File: config.mk
export PLATFORM = sky130hd
export DESIGN_NAME = timer_cc_top
export DESIGN_NICKNAME = d
export VERILOG_FILES = /design/src/rtl/pin_sync.v /design/src/rtl/cc_out_unit.v /design/src/rtl/timer_cc_top.v
export VERILOG_INCLUDE_DIRS = /design/src /design/src/rtl
export SDC_FILE = /design/constraint.sdc
export NUM_CORES = 1
export LEC_CHECK = 0
export BUFFER_PORTS_ARGS = -buffer_cell sky130_fd_sc_hd__buf_2
export CAP_MARGIN = 0
export CORE_MARGIN = 10
export CORE_UTILIZATION = 60
export DETAILED_ROUTE_END_ITERATION = 8
export GPL_ROUTABILITY_DRIVEN = 0
export PLACE_DENSITY = 0.78
export REMOVE_ABC_BUFFERS = 1
export SKIP_LAST_GASP = 1
export SYNTH_ARGS = -nofsm -noshare
export SYNTH_HDL_FRONTEND = slang
export SYNTH_SLANG_ARGS = --single-unit
File: constraint.sdc
create_clock -name sys_clk_in -period 6.8 [get_ports sys_clk_in]
set_input_delay 0 -clock sys_clk_in [delete_from_list [all_inputs] [get_ports sys_clk_in]]
set_output_delay 0 -clock sys_clk_in [all_outputs]
set_load 0.005 [all_outputs]
File: src/rtl/timer_cc_consts.vh
// Constants for the timer capture/compare block: register offsets,
// field positions, field codes and reset values.
// Assumes inclusion by bare name from the rtl/ design files.
`ifndef TIMER_CC_CONSTS_VH
`define TIMER_CC_CONSTS_VH

// ============================================================
// Register byte offsets on the Wishbone slave
`define TCC_ADDR_CTRL 8'h00
`define TCC_ADDR_COUNT 8'h04
`define TCC_ADDR_VECTOR 8'h08
`define TCC_CCTL_PAGE 3'h1
`define TCC_CVAL_PAGE 3'h2

// ============================================================
// Timer control register fields
`define TCC_MC 5:4
`define TCC_CLR 2
`define TCC_OVIE 1
`define TCC_OVFLG 0
`define TCC_MC_STOP 2'h0
`define TCC_MC_UP 2'h1
`define TCC_MC_CONT 2'h2
`define TCC_MC_UPDN 2'h3

// ============================================================
// Channel control register fields
`define TCC_CM 15:14
`define TCC_CAPTURE_INPUT_SEL 13:12
`define TCC_SCS 11
`define TCC_SHADOW_LOAD_SEL 10:9
`define TCC_CAP 8
`define TCC_OUTPUT_MODE_SEL 7:5
`define TCC_CHANNEL_IRQ_ENABLE 4
`define TCC_CCI 3
`define TCC_OUT 2
`define TCC_COV 1
`define TCC_FLAG 0
`define TCC_CM_RISE 2'h1
`define TCC_CM_FALL 2'h2
`define TCC_CM_BOTH 2'h3
`define TCC_CAPTURE_INPUT_SEL_A 2'h0
`define TCC_CAPTURE_INPUT_SEL_B 2'h1
`define TCC_CAPTURE_INPUT_SEL_GND 2'h2
`define TCC_SHADOW_LOAD_SEL_WRITE 2'h0
`define TCC_SHADOW_LOAD_SEL_ZERO 2'h1
`define TCC_SHADOW_LOAD_SEL_ZERO_PER 2'h2
`define TCC_OM_DIRECT 3'h0
`define TCC_OM_SET 3'h1
`define TCC_OM_TOG_RST 3'h2
`define TCC_OM_SET_RST 3'h3
`define TCC_OM_TOG 3'h4
`define TCC_OM_RST 3'h5
`define TCC_OM_TOG_SET 3'h6

// ============================================================
// Reset and fixed values
`define TCC_RST_COUNT 16'h0000
`define TCC_RST_CCTL 16'h0000
`define TCC_RST_CVAL 16'h0000
`define TCC_VEC_NONE 16'h0000
`define TCC_VEC_OVF 16'h000e
`define TCC_COUNT_MAX 16'hffff

`endif

File: src/rtl/pin_sync.v
// Two-flop synchroniser for a group of pin inputs.
// Assumes inputs are asynchronous to sys_clk_in.
`timescale 1ns/1ps
`default_nettype none

module pin_sync #(
  parameter WIDTH = 14
) (
  input wire clk_in,
  input wire rst_n_in,
  input wire [WIDTH-1:0] d_in,
  output reg [WIDTH-1:0] q_out
);

  reg [WIDTH-1:0] meta;

  always @(posedge clk_in or negedge rst_n_in)
  begin
    if (!rst_n_in)
    begin
      meta <= {WIDTH{1'b0}};
      q_out <= {WIDTH{1'b0}};
    end
    else
    begin
      meta <= d_in;
      q_out <= meta;
    end
  end

endmodule // pin_sync

`default_nettype wire

File: src/rtl/cc_out_unit.v
// Output unit of one capture/compare channel.
// Assumes equal_in and period_in are one-cycle events on sys_clk_in.
`include "timer_cc_consts.vh"
`timescale 1ns/1ps
`default_nettype none

module cc_out_unit (
  input wire clk_in,
  input wire rst_n_in,
  input wire [2:0] mode_in,
  input wire direct_in,
  input wire equal_in,
  input wire period_in,
  output reg out_out
);

  reg next_out;

  always @*
  begin
    next_out = out_out;
    if (mode_in == `TCC_OM_DIRECT)
      next_out = direct_in;
    else
    begin
      if (equal_in)
      begin
        if (mode_in == `TCC_OM_SET || mode_in == `TCC_OM_SET_RST)
          next_out = 1'b1;
        else if (mode_in == `TCC_OM_RST || mode_in == 3'h7)
          next_out = 1'b0;
        else
          next_out = ~out_out;
      end
      // Period event acts last, so it wins when both coincide
      if (period_in)
      begin
        if (mode_in == `TCC_OM_TOG_RST || mode_in == `TCC_OM_SET_RST)
          next_out = 1'b0;
        else if (mode_in == `TCC_OM_TOG_SET || mode_in == 3'h7)
          next_out = 1'b1;
      end
    end
  end

  always @(posedge clk_in or negedge rst_n_in)
  begin
    if (!rst_n_in)
      out_out <= 1'b0;
    else
      out_out <= next_out;
  end

endmodule // cc_out_unit

`default_nettype wire

File: src/rtl/timer_cc_top.v
// Timer counter with seven capture/compare channels behind a Wishbone slave.
// Assumes classic Wishbone on sys_clk_in; channel pins are asynchronous.
// Summary of operation
// - Count register holds the running 16-bit count, read and write.
// - Edge field: none, rising, falling or both edges trigger capture.
// - Input field selects input A, input B, ground or supply.
// - Sync bit adds a timer-clock stage before edge detection.
// - Shadow load: on value write, at zero, or at own compare match.
// - Shadow code two loads at zero, and also at period in up/down.
// - Capture select bit: zero compare, one capture.
// - Output mode picks direct, set, toggle, reset and paired actions.
// - Channel interrupt enable gates channel flag onto a request.
// - Input level bit reads the selected input's present level.
// - In mode zero the direct output bit drives the output.
// - Overrun bit set by hardware, cleared only by software.
// - In compare operation the compare latch, loaded from the value register, is compared with count.
// - A capture copies the current count into the value register.
// - Read-only interrupt vector register reads zero after reset.
// - Vector 02h..0Ch channels 1..6, 0Eh overflow, 00h none.
// - Overflow interrupt enable gates the overflow flag request.
`include "timer_cc_consts.vh"
`timescale 1ns/1ps
`default_nettype none

module timer_cc_top (
  input wire sys_clk_in,
  input wire rst_n_in,
  input wire [7:0] wb_adr_in,
  input wire [31:0] wb_dat_in,
  input wire [3:0] wb_sel_in,
  input wire wb_we_in,
  input wire wb_cyc_in,
  input wire wb_stb_in,
  output reg wb_ack_out,
  output reg [31:0] wb_dat_out,
  input wire [6:0] input_a_in,
  input wire [6:0] input_b_in,
  output wire [6:0] channel_out_out,
  output reg chan0_irq_out,
  output reg vector_irq_out
);

  localparam NCH = 7;

  reg [15:0] count_value;
  reg count_down;
  reg [1:0] mode_ctrl;
  reg overflow_irq_enable;
  reg overflow_flag;
  reg [15:0] ch_ctrl [0:NCH-1];
  reg [15:0] ch_value [0:NCH-1];
  reg [15:0] compare_latch [0:NCH-1];
  reg [15:0] next_ctrl [0:NCH-1];
  reg [15:0] next_value [0:NCH-1];
  reg [NCH-1:0] sel_level_d;
  reg [NCH-1:0] level_prev;
  reg [NCH-1:0] sel_level;
  reg [NCH-1:0] level_used;
  reg [NCH-1:0] cap_event;
  reg [NCH-1:0] equal_evt;
  reg [NCH-1:0] load_evt;
  reg [NCH-1:0] vec_clr;
  reg [15:0] next_count;
  reg next_down;
  reg wrap_evt;
  reg [15:0] vector;
  reg vec_is_ovf;
  reg [31:0] rdata;
  reg next_ovf_flag;
  wire [13:0] pin_level;
  wire run;
  wire at_zero;
  wire at_period;
  wire acc;
  wire wr_stb;
  wire rd_stb;
  wire [2:0] wch;
  wire cctl_hit;
  wire cval_hit;
  wire ctrl_wr;
  wire count_wr;
  wire vec_rd;
  integer i;
  integer vi;
  integer ni;
  integer ri;

  // ============================================================
  // Merge of a 16-bit register with the two low byte lanes
  function [15:0] merge16;
    input [15:0] old;
    input [31:0] d;
    input [3:0] s;
    begin
      merge16 = {s[1] ? d[15:8] : old[15:8], s[0] ? d[7:0] : old[7:0]};
    end
  endfunction

  // ============================================================
  // Bus decode
  assign acc = wb_cyc_in & wb_stb_in & ~wb_ack_out;
  assign wr_stb = acc & wb_we_in;
  assign rd_stb = acc & ~wb_we_in;
  assign wch = wb_adr_in[4:2];
  assign cctl_hit = (wb_adr_in[7:5] == `TCC_CCTL_PAGE) && (wch != 3'h7);
  assign cval_hit = (wb_adr_in[7:5] == `TCC_CVAL_PAGE) && (wch != 3'h7);
  assign ctrl_wr = wr_stb && (wb_adr_in == `TCC_ADDR_CTRL);
  assign count_wr = wr_stb && (wb_adr_in == `TCC_ADDR_COUNT);
  assign vec_rd = rd_stb && (wb_adr_in == `TCC_ADDR_VECTOR);

  // ============================================================
  // Input selection, synchronisation and edge detection
  pin_sync #(
    .WIDTH(14)
  ) u_pin_sync (
    .clk_in(sys_clk_in),
    .rst_n_in(rst_n_in),
    .d_in({input_b_in, input_a_in}),
    .q_out(pin_level)
  );

  assign run = (mode_ctrl != `TCC_MC_STOP);
  assign at_zero = run && (count_value == 16'h0000);
  assign at_period = run && (count_value == compare_latch[0]);

  always @*
  begin
    for (i = 0; i < NCH; i = i + 1)
    begin
      if (ch_ctrl[i][`TCC_CAPTURE_INPUT_SEL] == `TCC_CAPTURE_INPUT_SEL_A)
        sel_level[i] = pin_level[i];
      else if (ch_ctrl[i][`TCC_CAPTURE_INPUT_SEL] == `TCC_CAPTURE_INPUT_SEL_B)
        sel_level[i] = pin_level[NCH+i];
      else
        sel_level[i] = (ch_ctrl[i][`TCC_CAPTURE_INPUT_SEL] != `TCC_CAPTURE_INPUT_SEL_GND);
      level_used[i] = ch_ctrl[i][`TCC_SCS] ? sel_level_d[i] : sel_level[i];
      cap_event[i] = ch_ctrl[i][`TCC_CAP] & (
        ((ch_ctrl[i][`TCC_CM] == `TCC_CM_RISE) & level_used[i] & ~level_prev[i]) |
        ((ch_ctrl[i][`TCC_CM] == `TCC_CM_FALL) & ~level_used[i] & level_prev[i]) |
        ((ch_ctrl[i][`TCC_CM] == `TCC_CM_BOTH) & (level_used[i] ^ level_prev[i])));
      equal_evt[i] = run && (count_value == compare_latch[i]);
      if (ch_ctrl[i][`TCC_SHADOW_LOAD_SEL] == `TCC_SHADOW_LOAD_SEL_WRITE)
        load_evt[i] = wr_stb && cval_hit && (wch == i[2:0]);
      else if (ch_ctrl[i][`TCC_SHADOW_LOAD_SEL] == `TCC_SHADOW_LOAD_SEL_ZERO)
        load_evt[i] = at_zero;
      else if (ch_ctrl[i][`TCC_SHADOW_LOAD_SEL] == `TCC_SHADOW_LOAD_SEL_ZERO_PER)
        load_evt[i] = at_zero || (at_period && mode_ctrl == `TCC_MC_UPDN);
      else
        load_evt[i] = equal_evt[i];
    end
  end

  // ============================================================
  // Interrupt vector, channel 1 highest, overflow lowest
  always @*
  begin
    vector = `TCC_VEC_NONE;
    vec_is_ovf = 1'b0;
    vec_clr = {NCH{1'b0}};
    if (overflow_flag && overflow_irq_enable)
    begin
      vector = `TCC_VEC_OVF;
      vec_is_ovf = 1'b1;
    end
    for (vi = NCH - 1; vi > 0; vi = vi - 1)
    begin
      if (ch_ctrl[vi][`TCC_FLAG] && ch_ctrl[vi][`TCC_CHANNEL_IRQ_ENABLE])
      begin
        vector = {12'h000, vi[2:0], 1'b0};
        vec_is_ovf = 1'b0;
        vec_clr = {NCH{1'b0}};
        vec_clr[vi] = vec_rd;
      end
    end
  end

  // ============================================================
  // Counter next state
  always @*
  begin
    next_count = count_value;
    next_down = count_down;
    wrap_evt = 1'b0;
    if (ctrl_wr && wb_sel_in[0] && wb_dat_in[`TCC_CLR])
    begin
      next_count = `TCC_RST_COUNT;
      next_down = 1'b0;
    end
    else if (count_wr)
      next_count = merge16(count_value, wb_dat_in, wb_sel_in);
    else if (mode_ctrl == `TCC_MC_UP)
    begin
      if (count_value >= compare_latch[0])
      begin
        next_count = 16'h0000;
        wrap_evt = 1'b1;
      end
      else
        next_count = count_value + 16'h0001;
    end
    else if (mode_ctrl == `TCC_MC_CONT)
    begin
      next_count = count_value + 16'h0001;
      wrap_evt = (count_value == `TCC_COUNT_MAX);
    end
    else if (mode_ctrl == `TCC_MC_UPDN)
    begin
      if (count_down)
      begin
        if (count_value <= 16'h0001)
        begin
          next_count = 16'h0000;
          next_down = 1'b0;
          wrap_evt = 1'b1;
        end
        else
          next_count = count_value - 16'h0001;
      end
      else if (count_value >= compare_latch[0])
      begin
        next_down = 1'b1;
        next_count = (count_value == 16'h0000) ? 16'h0000 : count_value - 16'h0001;
      end
      else
        next_count = count_value + 16'h0001;
    end
    next_ovf_flag = wrap_evt |
      ((ctrl_wr && wb_sel_in[0]) ? wb_dat_in[`TCC_OVFLG] : overflow_flag) &
      ~(vec_rd & vec_is_ovf);
  end

  // ============================================================
  // Channel register next state
  always @*
  begin
    for (ni = 0; ni < NCH; ni = ni + 1)
    begin
      next_ctrl[ni] = ch_ctrl[ni];
      next_value[ni] = ch_value[ni];
      if (wr_stb && cctl_hit && (wch == ni[2:0]))
        next_ctrl[ni] = merge16(ch_ctrl[ni], wb_dat_in, wb_sel_in);
      next_ctrl[ni][`TCC_CCI] = 1'b0;
      // Hardware set wins over a software or vector-read clear
      next_ctrl[ni][`TCC_FLAG] = cap_event[ni] |
        (~ch_ctrl[ni][`TCC_CAP] & equal_evt[ni]) |
        (next_ctrl[ni][`TCC_FLAG] & ~vec_clr[ni]);
      next_ctrl[ni][`TCC_COV] = (cap_event[ni] & ch_ctrl[ni][`TCC_FLAG]) |
        next_ctrl[ni][`TCC_COV];
      if (wr_stb && cval_hit && (wch == ni[2:0]))
        next_value[ni] = merge16(ch_value[ni], wb_dat_in, wb_sel_in);
      if (cap_event[ni])
        next_value[ni] = count_value;
    end
  end

  // ============================================================
  // Register state
  always @(posedge sys_clk_in or negedge rst_n_in)
  begin
    if (!rst_n_in)
    begin
      count_value <= `TCC_RST_COUNT;
      count_down <= 1'b0;
      mode_ctrl <= `TCC_MC_STOP;
      overflow_irq_enable <= 1'b0;
      overflow_flag <= 1'b0;
      sel_level_d <= {NCH{1'b0}};
      level_prev <= {NCH{1'b0}};
      for (ri = 0; ri < NCH; ri = ri + 1)
      begin
        ch_ctrl[ri] <= `TCC_RST_CCTL;
        ch_value[ri] <= `TCC_RST_CVAL;
        compare_latch[ri] <= `TCC_RST_CVAL;
      end
    end
    else
    begin
      count_value <= next_count;
      count_down <= next_down;
      overflow_flag <= next_ovf_flag;
      if (ctrl_wr && wb_sel_in[0])
      begin
        mode_ctrl <= wb_dat_in[`TCC_MC];
        overflow_irq_enable <= wb_dat_in[`TCC_OVIE];
      end
      sel_level_d <= sel_level;
      level_prev <= level_used;
      for (ri = 0; ri < NCH; ri = ri + 1)
      begin
        ch_ctrl[ri] <= next_ctrl[ri];
        ch_value[ri] <= next_value[ri];
        if (load_evt[ri])
          compare_latch[ri] <= next_value[ri];
      end
    end
  end

  // ============================================================
  // Read mux and bus answer
  always @*
  begin
    rdata = 32'h0000_0000;
    if (wb_adr_in == `TCC_ADDR_CTRL)
      rdata = {26'h0, mode_ctrl, 2'b00, overflow_irq_enable, overflow_flag};
    else if (wb_adr_in == `TCC_ADDR_COUNT)
      rdata = {16'h0000, count_value};
    else if (wb_adr_in == `TCC_ADDR_VECTOR)
      rdata = {16'h0000, vector};
    else if (cctl_hit)
    begin
      rdata = {16'h0000, ch_ctrl[wch]};
      rdata[`TCC_CCI] = level_used[wch];
    end
    else if (cval_hit)
      rdata = {16'h0000, ch_value[wch]};
  end

  always @(posedge sys_clk_in or negedge rst_n_in)
  begin
    if (!rst_n_in)
    begin
      wb_ack_out <= 1'b0;
      wb_dat_out <= 32'h0000_0000;
      chan0_irq_out <= 1'b0;
      vector_irq_out <= 1'b0;
    end
    else
    begin
      wb_ack_out <= acc;
      if (rd_stb)
        wb_dat_out <= rdata;
      chan0_irq_out <= ch_ctrl[0][`TCC_FLAG] & ch_ctrl[0][`TCC_CHANNEL_IRQ_ENABLE];
      vector_irq_out <= (vector != `TCC_VEC_NONE);
    end
  end

  // ============================================================
  // Output units; channel zero's match is the period event
  genvar g;
  generate
    for (g = 0; g < NCH; g = g + 1)
    begin : gen_out
      cc_out_unit u_out (
        .clk_in(sys_clk_in),
        .rst_n_in(rst_n_in),
        .mode_in(ch_ctrl[g][`TCC_OUTPUT_MODE_SEL]),
        .direct_in(ch_ctrl[g][`TCC_OUT]),
        .equal_in(equal_evt[g]),
        .period_in(equal_evt[0]),
        .out_out(channel_out_out[g])
      );
    end
  endgenerate

endmodule // timer_cc_top

`default_nettype wire

==> out/qor.log, run 1 <==
[placement] number of I/O port buffers 70
[clocking] cts bufs inserted 44
[synth] top area cells in the synthesized netlist sky130_fd_sc_hd__dfrtp_1 46%, sky130_fd_sc_hd__mux2_2 10%, sky130_fd_sc_hd__mux2i_1 7.1%
[worst_setup_path] CP endpoint kind flip-flop
[routing] DR top layer met4
[worst_setup_path] family of cells with the greatest summed delay on the critical path simple AND/OR/NAND/NOR gates
[worst_setup_path] data arrival at the endpoint of the critical path 4410 ps
[global_route] largest net degree at the start of global routing 191
[synth] Synth cell types 79
[synth] flop and latch count out of synthesis 418
[clocking] Post-CTS Setup Inserts 0
[worst_setup_path] worst reg-to-reg path cell count 7
[clocking] Root Buffer Master sky130_fd_sc_hd__clkbuf_16
[routing] Routed Antenna Nets 0
[clocking] number of hold buffers added after CTS 28
[worst_setup_path] category of the critical setup timing path reg -> reg
[synth] Cells after Synth 2,086
[worst_setup_path] required time of the critical path 7260 ps
[worst_setup_path] Largest stage delay, worst path 970 ps
[routing] routed length on met1 25,900 um
[cells_and_area] number of filler cells placed in the layout 2,678
[die] I/O pin total 105
[global_route] wire length of the first global-routing pass 104,000 um
[synth] library cell occupying the most area in the post-synthesis netlist sky130_fd_sc_hd__dfrtp_1
[synth] synthesized-area fraction occupied by ao, oa, aoi and oai cells 10.6%
[synth] Synth Cell Area 22,600 um2
[worst_setup_path] r2r endpoint compare_latch[57]
[routing] DRC violations left 0
[worst_setup_path] launch instance of the worst register-to-register path count_value[14]
[power_and_ir_drop] total power 6.84 mW
[cells_and_area] multi-input logic area 11,200 um2
[synth] count of flip-flops with a built-in enable after synthesis 0
[timing] max-slew violation count 0
[synth] main combinational cell family by area after synthesis multiplexers
[power_and_ir_drop] worst supply voltage drop on vdd 0.189 mV
[timing] setup repair after global routing missed its margin no
[synth] post-synthesis async set-or-reset flop share 100%
[synth] adder and majority cell fraction of the synthesized area 1.11%
[die] Total Die Area 45,800 um2
[clocking] Worst-Skew Late Latency 580 ps
[synth] area share of xor/xnor cells in the synthesized design 4.35%
[clocking] clock transition time at the flip-flop clock pins of the worst setup and hold paths 60 ps
[clocking] TritonCTS clock tree yes
[clocking] post-CTS sizing 0
[routing] Total Wirelength 67,900 um
[global_route] via count of the first global-routing pass 17,500
[synth] cell with the most instances after synthesis sky130_fd_sc_hd__dfrtp_1
[routing] vias per cell 6.63
[timing] number of endpoints with negative hold slack in the final report 0
[routing] Pre-Repair DR Iteration Count 9
[synth] most numerous cell types in the synthesized netlist 418 x sky130_fd_sc_hd__dfrtp_1, 205 x sky130_fd_sc_hd__mux2_2, 190 x sky130_fd_sc_hd__nor2_1, 176 x sky130_fd_sc_hd__a21oi_1, 161 x sky130_fd_sc_hd__mux2i_1
[synth] proportion of netlist area held by the largest area contributor 46.4%
[cells_and_area] non-filler cells in the finished layout 2,643
[synth] top_reg_cell synth sky130_fd_sc_hd__dfrtp_1
[cells_and_area] register cell area after layout 10,500 um2
[global_route] total overflow reported by the global router 0
[worst_hold_path] kind of path behind the tightest hold check in -> async
[timing] sum of negative setup slack 0 ps
[die] Cell Rows 70
[routing] total met3 wirelength after detailed routing 7520 um
[cells_and_area] share of layout cells above drive strength 1 20.9%
[synth] share of synthesized area spent on multiplexers 21.3%
[synth] fraction of the yosys area taken by sequential cells 46.4%
[timing] Slew headroom 15.1%
[power_and_ir_drop] pwr/cell area 276 nW/um2
[cells_and_area] Nets 2,189
[worst_setup_path] crit start category flip-flop
[placement] placed inst area 23,000 um2
[flow_run] maxcap violations 0
[global_route] initial antenna violation count 1
[synth] Syn. warnings 0
[cells_and_area] area overhead of the layout relative to synthesis 9.64%
[timing] minimum clock period 3940 ps
[worst_setup_path] Buf+Inv Stages, Crit Path 0
[worst_setup_path] worst-path cell chain ha_1 -> nand4_1 -> nor4_1 -> a31oi_1 -> nand3b_1 -> nand3_2 -> mux2_2
[clocking] Max clock buf depth 3
[routing] Wirelength per Cell 25.7 um
[clocking] number of sinks on the clock net 418
[worst_setup_path] largest fanout on the critical path 21
[die] initial core utilization 61.2%
[die] die outline height 214 um
[global_route] total routing usage reported by global routing 29.0%
[routing] metal2 WL 30,900 um
[placement] placed wire-length estimate after detailed placement 44,600 um
[clocking] CTS H-Tree Depth 2
[timing] maximum achievable frequency 254 MHz
[timing] slew at the pin closest to its max-slew limit 1270 ps
[outcome] outcome finished, final reports clean
[synth] post-synthesis simple-gate area fraction 11.8%
[worst_setup_path] slowest cell on the critical path sky130_fd_sc_hd__dfrtp_1
[cells_and_area] Post-Layout Inst Area 24,700 um2
[power_and_ir_drop] static leakage 10.3 nW
[timing] Layout Skew 13.9 ps
[routing] number of DRC violations after detailed-routing iteration 0 2,448
[synth] post-synthesis area per instance 10.8 um2
[timing] number of setup violations in the final report 0
[die] die boundary width 214 um
[placement] cell total after placement 2,536
[worst_setup_path] r2r setup slk 2860 ps
[die] placeable core region 36,900 um2
[timing] period utilization 58.0%
[routing] total number of vias 17,500
==> logic make-up after synthesis <==
logic type | count (synthesis)
muxes | 409
other | 1
xor gates and xnor gates | 112
AOI/OAI and AO/OA | 394
adders and majority gates | 20
DFF | 418
buffers and inverters | 210
and+or+nand+nor | 522
==> sequential cells by signal (all words and copies together), names as in the netlist, 14 cells and up <==
register and count:
u_pin_sync.meta 14, ch_value 112, wb_dat_out 16, compare_latch 112
u_pin_sync.q_out 14, ch_ctrl 105, count_value 16
==> layout by cell type (no fill, tap or decap), types with 33 or more instances in the layout <==
cell                          n
sky130_fd_sc_hd__dfrtp_1    418
sky130_fd_sc_hd__mux2_2     205
sky130_fd_sc_hd__nor2_1     190
sky130_fd_sc_hd__a21oi_1    176
sky130_fd_sc_hd__mux2i_1    161
sky130_fd_sc_hd__nand2_1     97
sky130_fd_sc_hd__xor2_1      77
sky130_fd_sc_hd__o21ai_0     73
sky130_fd_sc_hd__buf_2       68
sky130_fd_sc_hd__clkbuf_16   46
sky130_fd_sc_hd__inv_1       42
sky130_fd_sc_hd__nand3_1     37
sky130_fd_sc_hd__xnor2_1     35
sky130_fd_sc_hd__nor3_1      34
sky130_fd_sc_hd__o211ai_1    33
sky130_fd_sc_hd__mux4_2      33
==> worst max-delay path by stage <==
stage	from	cells after the start	end	slack [ps]
floorplan	count_value[0]	7	compare_latch[100]	3420
global placement	count_value[14]	7	compare_latch[51]	3100
detailed placement	count_value[14]	7	compare_latch[51]	3000
CTS	count_value[14]	7	compare_latch[53]	2980
global route	count_value[14]	7	compare_latch[57]	2770
finish	count_value[14]	7	compare_latch[57]	2860
==> stage by stage <==
step / worst slack [ps] / hold slack, ps / util [%]
5_1_grt: 2770 / 44.1 / 67.1
3_3_place_gp: 3100 / 46.8 / 62.4
4_1_cts: 2980 / 7.74 / 67.1
6_report: 2860 / 5.42 / 67.1
3_5_place_dp: 3000 / 50.1 / 62.4
2_1_floorplan: 3420 / -296 / -
==> power breakdown <==
part           switching, mW  total [mW]  internal, mW
sequential             0.226        3.01          2.78
combinational          0.807        1.37         0.562
clock                   1.02        2.46          1.44
==> per-layer routing <==
metal,up-vias,track usage (%)
met5,-,0
met3,203,7.52
met1,8723,37.2
li1,7522,-
met4,0,15.0
met2,1084,44.6
==> layout make-up <==
type / instances / share of cell area, %
multi-input cells: 1473 / 45.1
flip-flops and latches: 418 / 42.3
clock buffers: 68 / 5.31
repair buffers: 127 / 3.53
well taps: 504 / 2.55
inverters: 42 / 0.637
clock inverters: 10 / 0.551
diodes: 1 / 0.0101
Power figures use the tool's default switching activity.
==> run 2, diff against run 1 <==
--- a/config.mk
+++ b/config.mk
@@ -9,10 +9,10 @@
 export BUFFER_PORTS_ARGS = -buffer_cell sky130_fd_sc_hd__buf_2
 export CAP_MARGIN = 0
 export CORE_MARGIN = 10
-export CORE_UTILIZATION = 60
+export CORE_UTILIZATION = 56
 export DETAILED_ROUTE_END_ITERATION = 8
 export GPL_ROUTABILITY_DRIVEN = 0
-export PLACE_DENSITY = 0.78
+export PLACE_DENSITY = 0.77
 export REMOVE_ABC_BUFFERS = 1
 export SKIP_LAST_GASP = 1
 export SYNTH_ARGS = -nofsm -noshare
==> constraint.sdc (replaced) <==
create_clock -name sys_clk_in -period 3.3 [get_ports sys_clk_in]
set_input_delay 0 -clock sys_clk_in [delete_from_list [all_inputs] [get_ports sys_clk_in]]
set_output_delay 0 -clock sys_clk_in [all_outputs]
set_load 0.005 [all_outputs]
==> run 2 against run 1 <==
Compared with the run above: total power grew 110%; clock skew grew 5.9 ps; count of clock-buffer cells in the layout shrank 8; critical path depth grew 1; design area grew 2.2%; die area grew 6.5%; largest cell class unchanged.
==> out/qor.log, run 2 (synthesis gave the netlist of run 1 again) <==
[timing] slew at the pin closest to its max-slew limit 1160 ps [-106 ps]
[die] die boundary width 221 um [+3.2%]
[worst_setup_path] worst-path cell chain ha_1 -> nand4_1 -> nor4_1 -> buf_4 -> a31oi_1 -> nand3b_1 -> nand3_4 -> mux2_2
[power_and_ir_drop] worst supply voltage drop on vdd 0.463 mV [+140%]
[worst_setup_path] category of the critical setup timing path reg -> reg
[cells_and_area] Nets 2,235 [+2.1%]
[outcome] outcome finished, final reports clean
[die] I/O pin total 105 [unchanged]
[clocking] post-CTS sizing 0 [unchanged]
[routing] Pre-Repair DR Iteration Count 6 [-3]
[timing] max-slew violation count 0 [unchanged]
[routing] number of DRC violations after detailed-routing iteration 0 2,259 [-7.7%]
[power_and_ir_drop] pwr/cell area 574 nW/um2 [+110%]
[timing] maximum achievable frequency 316 MHz [+24%]
[clocking] CTS H-Tree Depth 2 [unchanged]
[clocking] Max clock buf depth 3 [unchanged]
[routing] vias per cell 6.57 [-0.96%]
[worst_setup_path] crit start category flip-flop
[global_route] largest net degree at the start of global routing 98 [-49%]
[routing] total number of vias 17,800 [+1.6%]
[cells_and_area] commonest cells after routing, fill and taps aside 418 x sky130_fd_sc_hd__dfrtp_1, 205 x sky130_fd_sc_hd__mux2_2, 190 x sky130_fd_sc_hd__nor2_1
[power_and_ir_drop] total power 14.5 mW [+110%]
[die] placeable core region 39,800 um2 [+8.0%]
[cells_and_area] number of filler cells placed in the layout 3,037 [+13%]
[clocking] number of hold buffers added after CTS 25 [-11%]
[power_and_ir_drop] static leakage 10.6 nW [+2.8%]
[cells_and_area] registers with the highest flip-flop counts ch_value x112, compare_latch x112, ch_ctrl x105
[die] die outline height 221 um [+3.2%]
[placement] number of I/O port buffers 70 [unchanged]
[global_route] initial antenna violation count 2 [+1]
[worst_setup_path] Largest stage delay, worst path 510 ps [-460 ps]
[timing] setup repair after global routing missed its margin no
[worst_setup_path] family of cells with the greatest summed delay on the critical path simple AND/OR/NAND/NOR gates
[worst_setup_path] largest fanout on the critical path 16 [-24%]
[die] Cell Rows 73 [+4.3%]
[timing] Post-Route Hold Slack 30.6 ps [+25.2 ps]
[clocking] number of sinks on the clock net 418 [unchanged]
[timing] Layout Skew 19.8 ps [+5.91 ps]
[worst_hold_path] kind of path behind the tightest hold check in -> reg
[worst_setup_path] data arrival at the endpoint of the critical path 3630 ps [-780 ps]
[cells_and_area] Post-Layout Inst Area 25,300 um2 [+2.2%]
[global_route] via count of the first global-routing pass 17,900 [+2.1%]
[cells_and_area] area overhead of the layout relative to synthesis 12.1%
[routing] Wirelength per Cell 25.7 um [about the same]
[timing] minimum clock period 3170 ps [-775 ps]
[timing] Slew headroom 22.2% [+7.1 points]
[worst_setup_path] required time of the critical path 3760 ps [-3500 ps]
[clocking] TritonCTS clock tree yes
[routing] Total Wirelength 69,700 um [+2.6%]
[cells_and_area] most frequent standard cell in the layout excluding fill and tap cells sky130_fd_sc_hd__dfrtp_1
[clocking] clock transition time at the flip-flop clock pins of the worst setup and hold paths 60 ps [about the same]
[worst_setup_path] Buf+Inv Stages, Crit Path 1 [+1]
[clocking] Post-CTS Setup Inserts 0 [unchanged]
[timing] number of setup violations in the final report 0 [unchanged]
[placement] placed wire-length estimate after detailed placement 47,400 um [+6.1%]
[routing] DRC violations left 0 [unchanged]
[timing] number of endpoints with negative hold slack in the final report 0 [unchanged]
[worst_setup_path] slowest cell on the critical path sky130_fd_sc_hd__dfrtp_1
[placement] placed inst area 23,500 um2 [+2.1%]
[global_route] total overflow reported by the global router 0 [unchanged]
[cells_and_area] share of layout cells above drive strength 1 23.1% [+2.2 points]
[flow_run] maxcap violations 0 [unchanged]
[worst_setup_path] CP endpoint kind flip-flop
[clocking] cts bufs inserted 45 [+2.3%]
[global_route] total routing usage reported by global routing 28.4% [-0.57 points]
[clocking] Worst-Skew Late Latency 590 ps [about the same]
[clocking] Root Buffer Master sky130_fd_sc_hd__clkbuf_16
[die] initial core utilization 56.7% [-4.5 points]
[routing] Routed Antenna Nets 0 [unchanged]
[timing] sum of negative setup slack 0 ps [unchanged]
[global_route] wire length of the first global-routing pass 106,000 um [+2.1%]
[die] Total Die Area 48,700 um2 [+6.5%]
[timing] period utilization 96.0% [+38 points]
[run 2: routing by layer]
layer / wire [um] / share of wire (%) / track usage, % / vias to the layer above
li1: - / - / - / 7633
met1: 26400 / 38 / 36.4 / 8876
met2: 31500 / 45 / 43.3 / 1091
met3: 7640 / 11 / 7.01 / 217
met4: 4110 / 5.9 / 16.5 / 0
met5: 0 / 0 / 0 / -
[run 2: through the flow]
step | cells | utilization [%] | worst slack [ps]
2_1_floorplan | 1933 | - | -82.1
3_3_place_gp | 2605 | 59.0 | 283
3_5_place_dp | 2605 | 59.0 | 265
4_1_cts | 2709 | 63.5 | 212
5_1_grt | 2711 | 63.5 | 28.9
6_report | 2712 | 63.5 | 132
[run 2: cell type report]
class | count | area (um2) | share of cell area [%]
Antenna cell | 3 | 7.51 | 0.0297
Clock buffer | 60 | 1270 | 5.03
Clock inverter | 19 | 282 | 1.11
Inverter | 42 | 158 | 0.623
Multi-Input combinational cell | 1473 | 11200 | 44.1
Sequential cell | 418 | 10500 | 41.4
Tap cell | 525 | 657 | 2.60
Timing Repair Buffer | 172 | 1290 | 5.11
[run 2: final timing paths]
check                                    from             endpoint  slack, ps  cells past startpoint
setup / recovery              count_value[13]    compare_latch[68]        130                      8
hold reg to reg            u_pin_sync.meta[5]  u_pin_sync.q_out[5]        350                      0
setup reg to reg              count_value[13]    compare_latch[68]        130                      8
max in group asynchronous            rst_n_in  u_pin_sync.q_out[3]       2100                      3
hold / removal                   wb_sel_in[1]      count_value[12]         30                      4
min in group asynchronous            rst_n_in       count_value[0]         70                      2
[run 2: worst min-delay path, stage by stage]
cell	delay, ps
sky130_fd_sc_hd__buf_2	190
sky130_fd_sc_hd__a2bb2oi_1	210
sky130_fd_sc_hd__o31ai_1	70
sky130_fd_sc_hd__a211o_1	110
[run 2: report_power, final]
| group | switching [mW] | internal (mW) | leakage, nW |
|---|---|---|---|
| Combinational | 1.65 | 1.25 | 4.98 |
| Clock | 2.17 | 3.18 | 0.754 |
| Sequential | 0.518 | 5.74 | 4.87 |
| Total | 4.34 | 10.2 | 10.6 |
==> run 3, diff against run 2 <==
--- a/config.mk
+++ b/config.mk
@@ -8,6 +8,7 @@
 export LEC_CHECK = 0
 export BUFFER_PORTS_ARGS = -buffer_cell sky130_fd_sc_hd__buf_2
 export CAP_MARGIN = 0
+export CORE_ASPECT_RATIO = 1.2
 export CORE_MARGIN = 10
 export CORE_UTILIZATION = 56
 export DETAILED_ROUTE_END_ITERATION = 8
==> run 3 against run 2 <==
Compared with the run above: first-iteration DRC count shrank 5.5%; critical endpoint is now compare_latch[27]; highest routed layer unchanged; total power shrank 0.90%; largest cell class unchanged; non-clock buffer count grew 15.
==> out/qor.log, run 3 (synthesis gave the netlist of run 1 again) <==
[outcome] outcome finished, final reports clean
[routing] DRC violations left 0 [unchanged]
[power_and_ir_drop] sequential fraction of design power 43.0% [about the same]
[timing] max-slew violation count 0 [unchanged]
[die] Cell Rows 80 [+9.6%]
[global_route] largest net degree at the start of global routing 108 [+10%]
[global_route] wire length of the first global-routing pass 107,000 um [+0.36%]
[cells_and_area] commonest cells after routing, fill and taps aside 418 x sky130_fd_sc_hd__dfrtp_1, 205 x sky130_fd_sc_hd__mux2_2, 190 x sky130_fd_sc_hd__nor2_1
[timing] number of setup violations in the final report 0 [unchanged]
[die] I/O pin total 105 [unchanged]
[power_and_ir_drop] clock group share of total power 35.1% [-1.8 points]
[timing] setup repair after global routing missed its margin no
[clocking] CTS H-Tree Depth 2 [unchanged]
[die] initial core utilization 56.6% [about the same]
[clocking] Root Buffer Master sky130_fd_sc_hd__clkbuf_16
[power_and_ir_drop] switching share of power 30.4% [+0.48 points]
[worst_setup_path] largest fanout on the critical path 16 [unchanged]
[cells_and_area] most frequent standard cell in the layout excluding fill and tap cells sky130_fd_sc_hd__dfrtp_1
[placement] number of I/O port buffers 70 [unchanged]
[cells_and_area] Nets 2,247 [+0.54%]
[worst_setup_path] required time of the critical path 3740 ps [-20 ps]
[timing] post-route setup slack 214 ps [+82.5 ps]
[clocking] Max clock buf depth 3 [unchanged]
[worst_hold_path] kind of path behind the tightest hold check in -> reg
[clocking] cts bufs inserted 42 [-6.7%]
[global_route] total overflow reported by the global router 0 [unchanged]
[power_and_ir_drop] internal power contribution 10.0 mW [-1.6%]
[die] die outline height 240 um [+8.7%]
[timing] Slew headroom 22.7% [+0.50 points]
[timing] period utilization 93.5% [-2.5 points]
[global_route] via count of the first global-routing pass 18,100 [+1.4%]
[power_and_ir_drop] combinational share of power 21.8% [+1.8 points]
[clocking] number of sinks on the clock net 418 [unchanged]
[cells_and_area] non-filler cells in the finished layout 2,728 [+0.59%]
[timing] slew at the pin closest to its max-slew limit 1150 ps [-10.9 ps]
[power_and_ir_drop] pwr/cell area 568 nW/um2 [-0.97%]
[clocking] TritonCTS clock tree yes
[placement] placed wire-length estimate after detailed placement 47,900 um [+1.0%]
[timing] Post-Route Hold Slack 47.6 ps [+17.0 ps]
[power_and_ir_drop] static leakage 10.6 nW [+0.24%]
[routing] number of DRC violations after detailed-routing iteration 0 2,135 [-5.5%]
[timing] number of endpoints with negative hold slack in the final report 0 [unchanged]
[worst_setup_path] category of the critical setup timing path reg -> reg
[power_and_ir_drop] worst supply voltage drop on vdd 0.321 mV [-31%]
[die] die boundary width 203 um [-7.9%]
[die] Total Die Area 48,800 um2 [about the same]
[clocking] Worst-Skew Late Latency 580 ps [about the same]
[routing] Pre-Repair DR Iteration Count 9 [+3]
[cells_and_area] area overhead of the layout relative to synthesis 12.2% [about the same]
[cells_and_area] share of layout cells above drive strength 1 23.0% [-0.095 points]
[worst_setup_path] CP endpoint kind flip-flop
[global_route] initial antenna violation count 1 [-1]
[routing] Routed Antenna Nets 0 [unchanged]
[routing] total number of vias 17,800 [-0.28%]
[routing] Wirelength per Cell 25.5 um [-0.67%]
[clocking] clock transition time at the flip-flop clock pins of the worst setup and hold paths 70 ps [about the same]
[cells_and_area] registers with the highest flip-flop counts ch_value x112, compare_latch x112, ch_ctrl x105
[timing] Layout Skew 32.0 ps [+12.2 ps]
[die] placeable core region 39,800 um2 [about the same]
[flow_run] maxcap violations 0 [unchanged]
[routing] vias per cell 6.51 [-0.87%]
[placement] cell total after placement 2,623 [+0.69%]
[cells_and_area] number of filler cells placed in the layout 3,015 [-0.72%]
[routing] Total Wirelength 69,600 um [about the same]
[power_and_ir_drop] Switch Pwr 4.37 mW [+0.69%]
[worst_setup_path] data arrival at the endpoint of the critical path 3530 ps [-100 ps]
[timing] maximum achievable frequency 324 MHz [+2.7%]
[placement] Placement Setup Slack 374 ps [+109 ps]
[global_route] total routing usage reported by global routing 28.3% [-0.14 points]
[clocking] Post-CTS Setup Inserts 0 [unchanged]
[timing] minimum clock period 3090 ps [-82.5 ps]
[worst_setup_path] crit start category flip-flop
==> run 3: repair_timing <==
| action | CTS | global route |
|---|---|---|
| resized for setup | 0 | 0 |
| setup endpoints to repair | 0 | 0 |
| endpoints found under the hold margin | 230 | 0 |
| hold buffers | 30 | 0 |
==> run 3: final cells by class <==
type / count / area, um2 / share of cell area [%]
Inverter: 42 / 158 / 0.623
Timing Repair Buffer: 187 / 1430 / 5.65
Clock inverter: 17 / 283 / 1.12
Antenna cell: 2 / 5.00 / 0.0198
Multi-Input combinational cell: 1473 / 11200 / 44.1
Tap cell: 533 / 667 / 2.63
Sequential cell: 418 / 10500 / 41.3
Clock buffer: 56 / 1140 / 4.52
==> run 3: power by group through the flow <==
stage	logic, mW	registers [mW]	clock network [mW]
6_report	3.14	6.19	5.05
5_1_grt	3.30	6.25	5.30
2_1_floorplan	1.52	6.35	0
3_3_place_gp	2.94	6.23	0
3_5_place_dp	3.00	6.27	0
4_1_cts	3.06	6.18	5.09
==> run 3: final timing paths <==
kind                                          from                  end  slack, ps  cells after the start
worst max-delay path                count_value[8]    compare_latch[27]        210                      7
worst min-delay path                  wb_dat_in[2]         ch_value[34]         50                      3
worst max register to register      count_value[8]    compare_latch[27]        210                      7
worst min register to register  u_pin_sync.meta[2]  u_pin_sync.q_out[2]        350                      0
max in group asynchronous                 rst_n_in    compare_latch[23]       2190                      3
min in group asynchronous                 rst_n_in    compare_latch[68]        100                      2
==> run 3: stage by stage <==
| stage | total power, mW | cell area (um2) | util, % | TNS, ps |
|---|---|---|---|---|
| after global routing | 14.9 | 25300 | 63.5 | 0 |
| after detailed placement | 9.27 | 23600 | 59.2 | 0 |
| after global placement | 9.16 | 23600 | 59.2 | 0 |
| after floorplan | 7.87 | 21800 | - | -873 |
| after CTS | 14.3 | 25300 | 63.5 | 0 |
| final | 14.4 | 25300 | 63.5 | 0 |
==> run 3: worst max-delay path, cell delays in order (launching register included) <==
cell	delay, ps
sky130_fd_sc_hd__dfrtp_1	530
sky130_fd_sc_hd__ha_1	360
sky130_fd_sc_hd__nand4_1	150
sky130_fd_sc_hd__nor4_1	530
sky130_fd_sc_hd__a31oi_1	410
sky130_fd_sc_hd__nand3b_1	260
sky130_fd_sc_hd__nand3_4	300
sky130_fd_sc_hd__mux2_2	390
==> run 3: routing by layer <==
layer | track usage [%] | up-vias | routed length, um
met3 | 6.52 | 296 | 6850
met2 | 46.4 | 1042 | 33000
met1 | 33.3 | 8768 | 25100
li1 | - | 7661 | -
met5 | 0 | - | 0
met4 | 17.0 | 0 | 4620
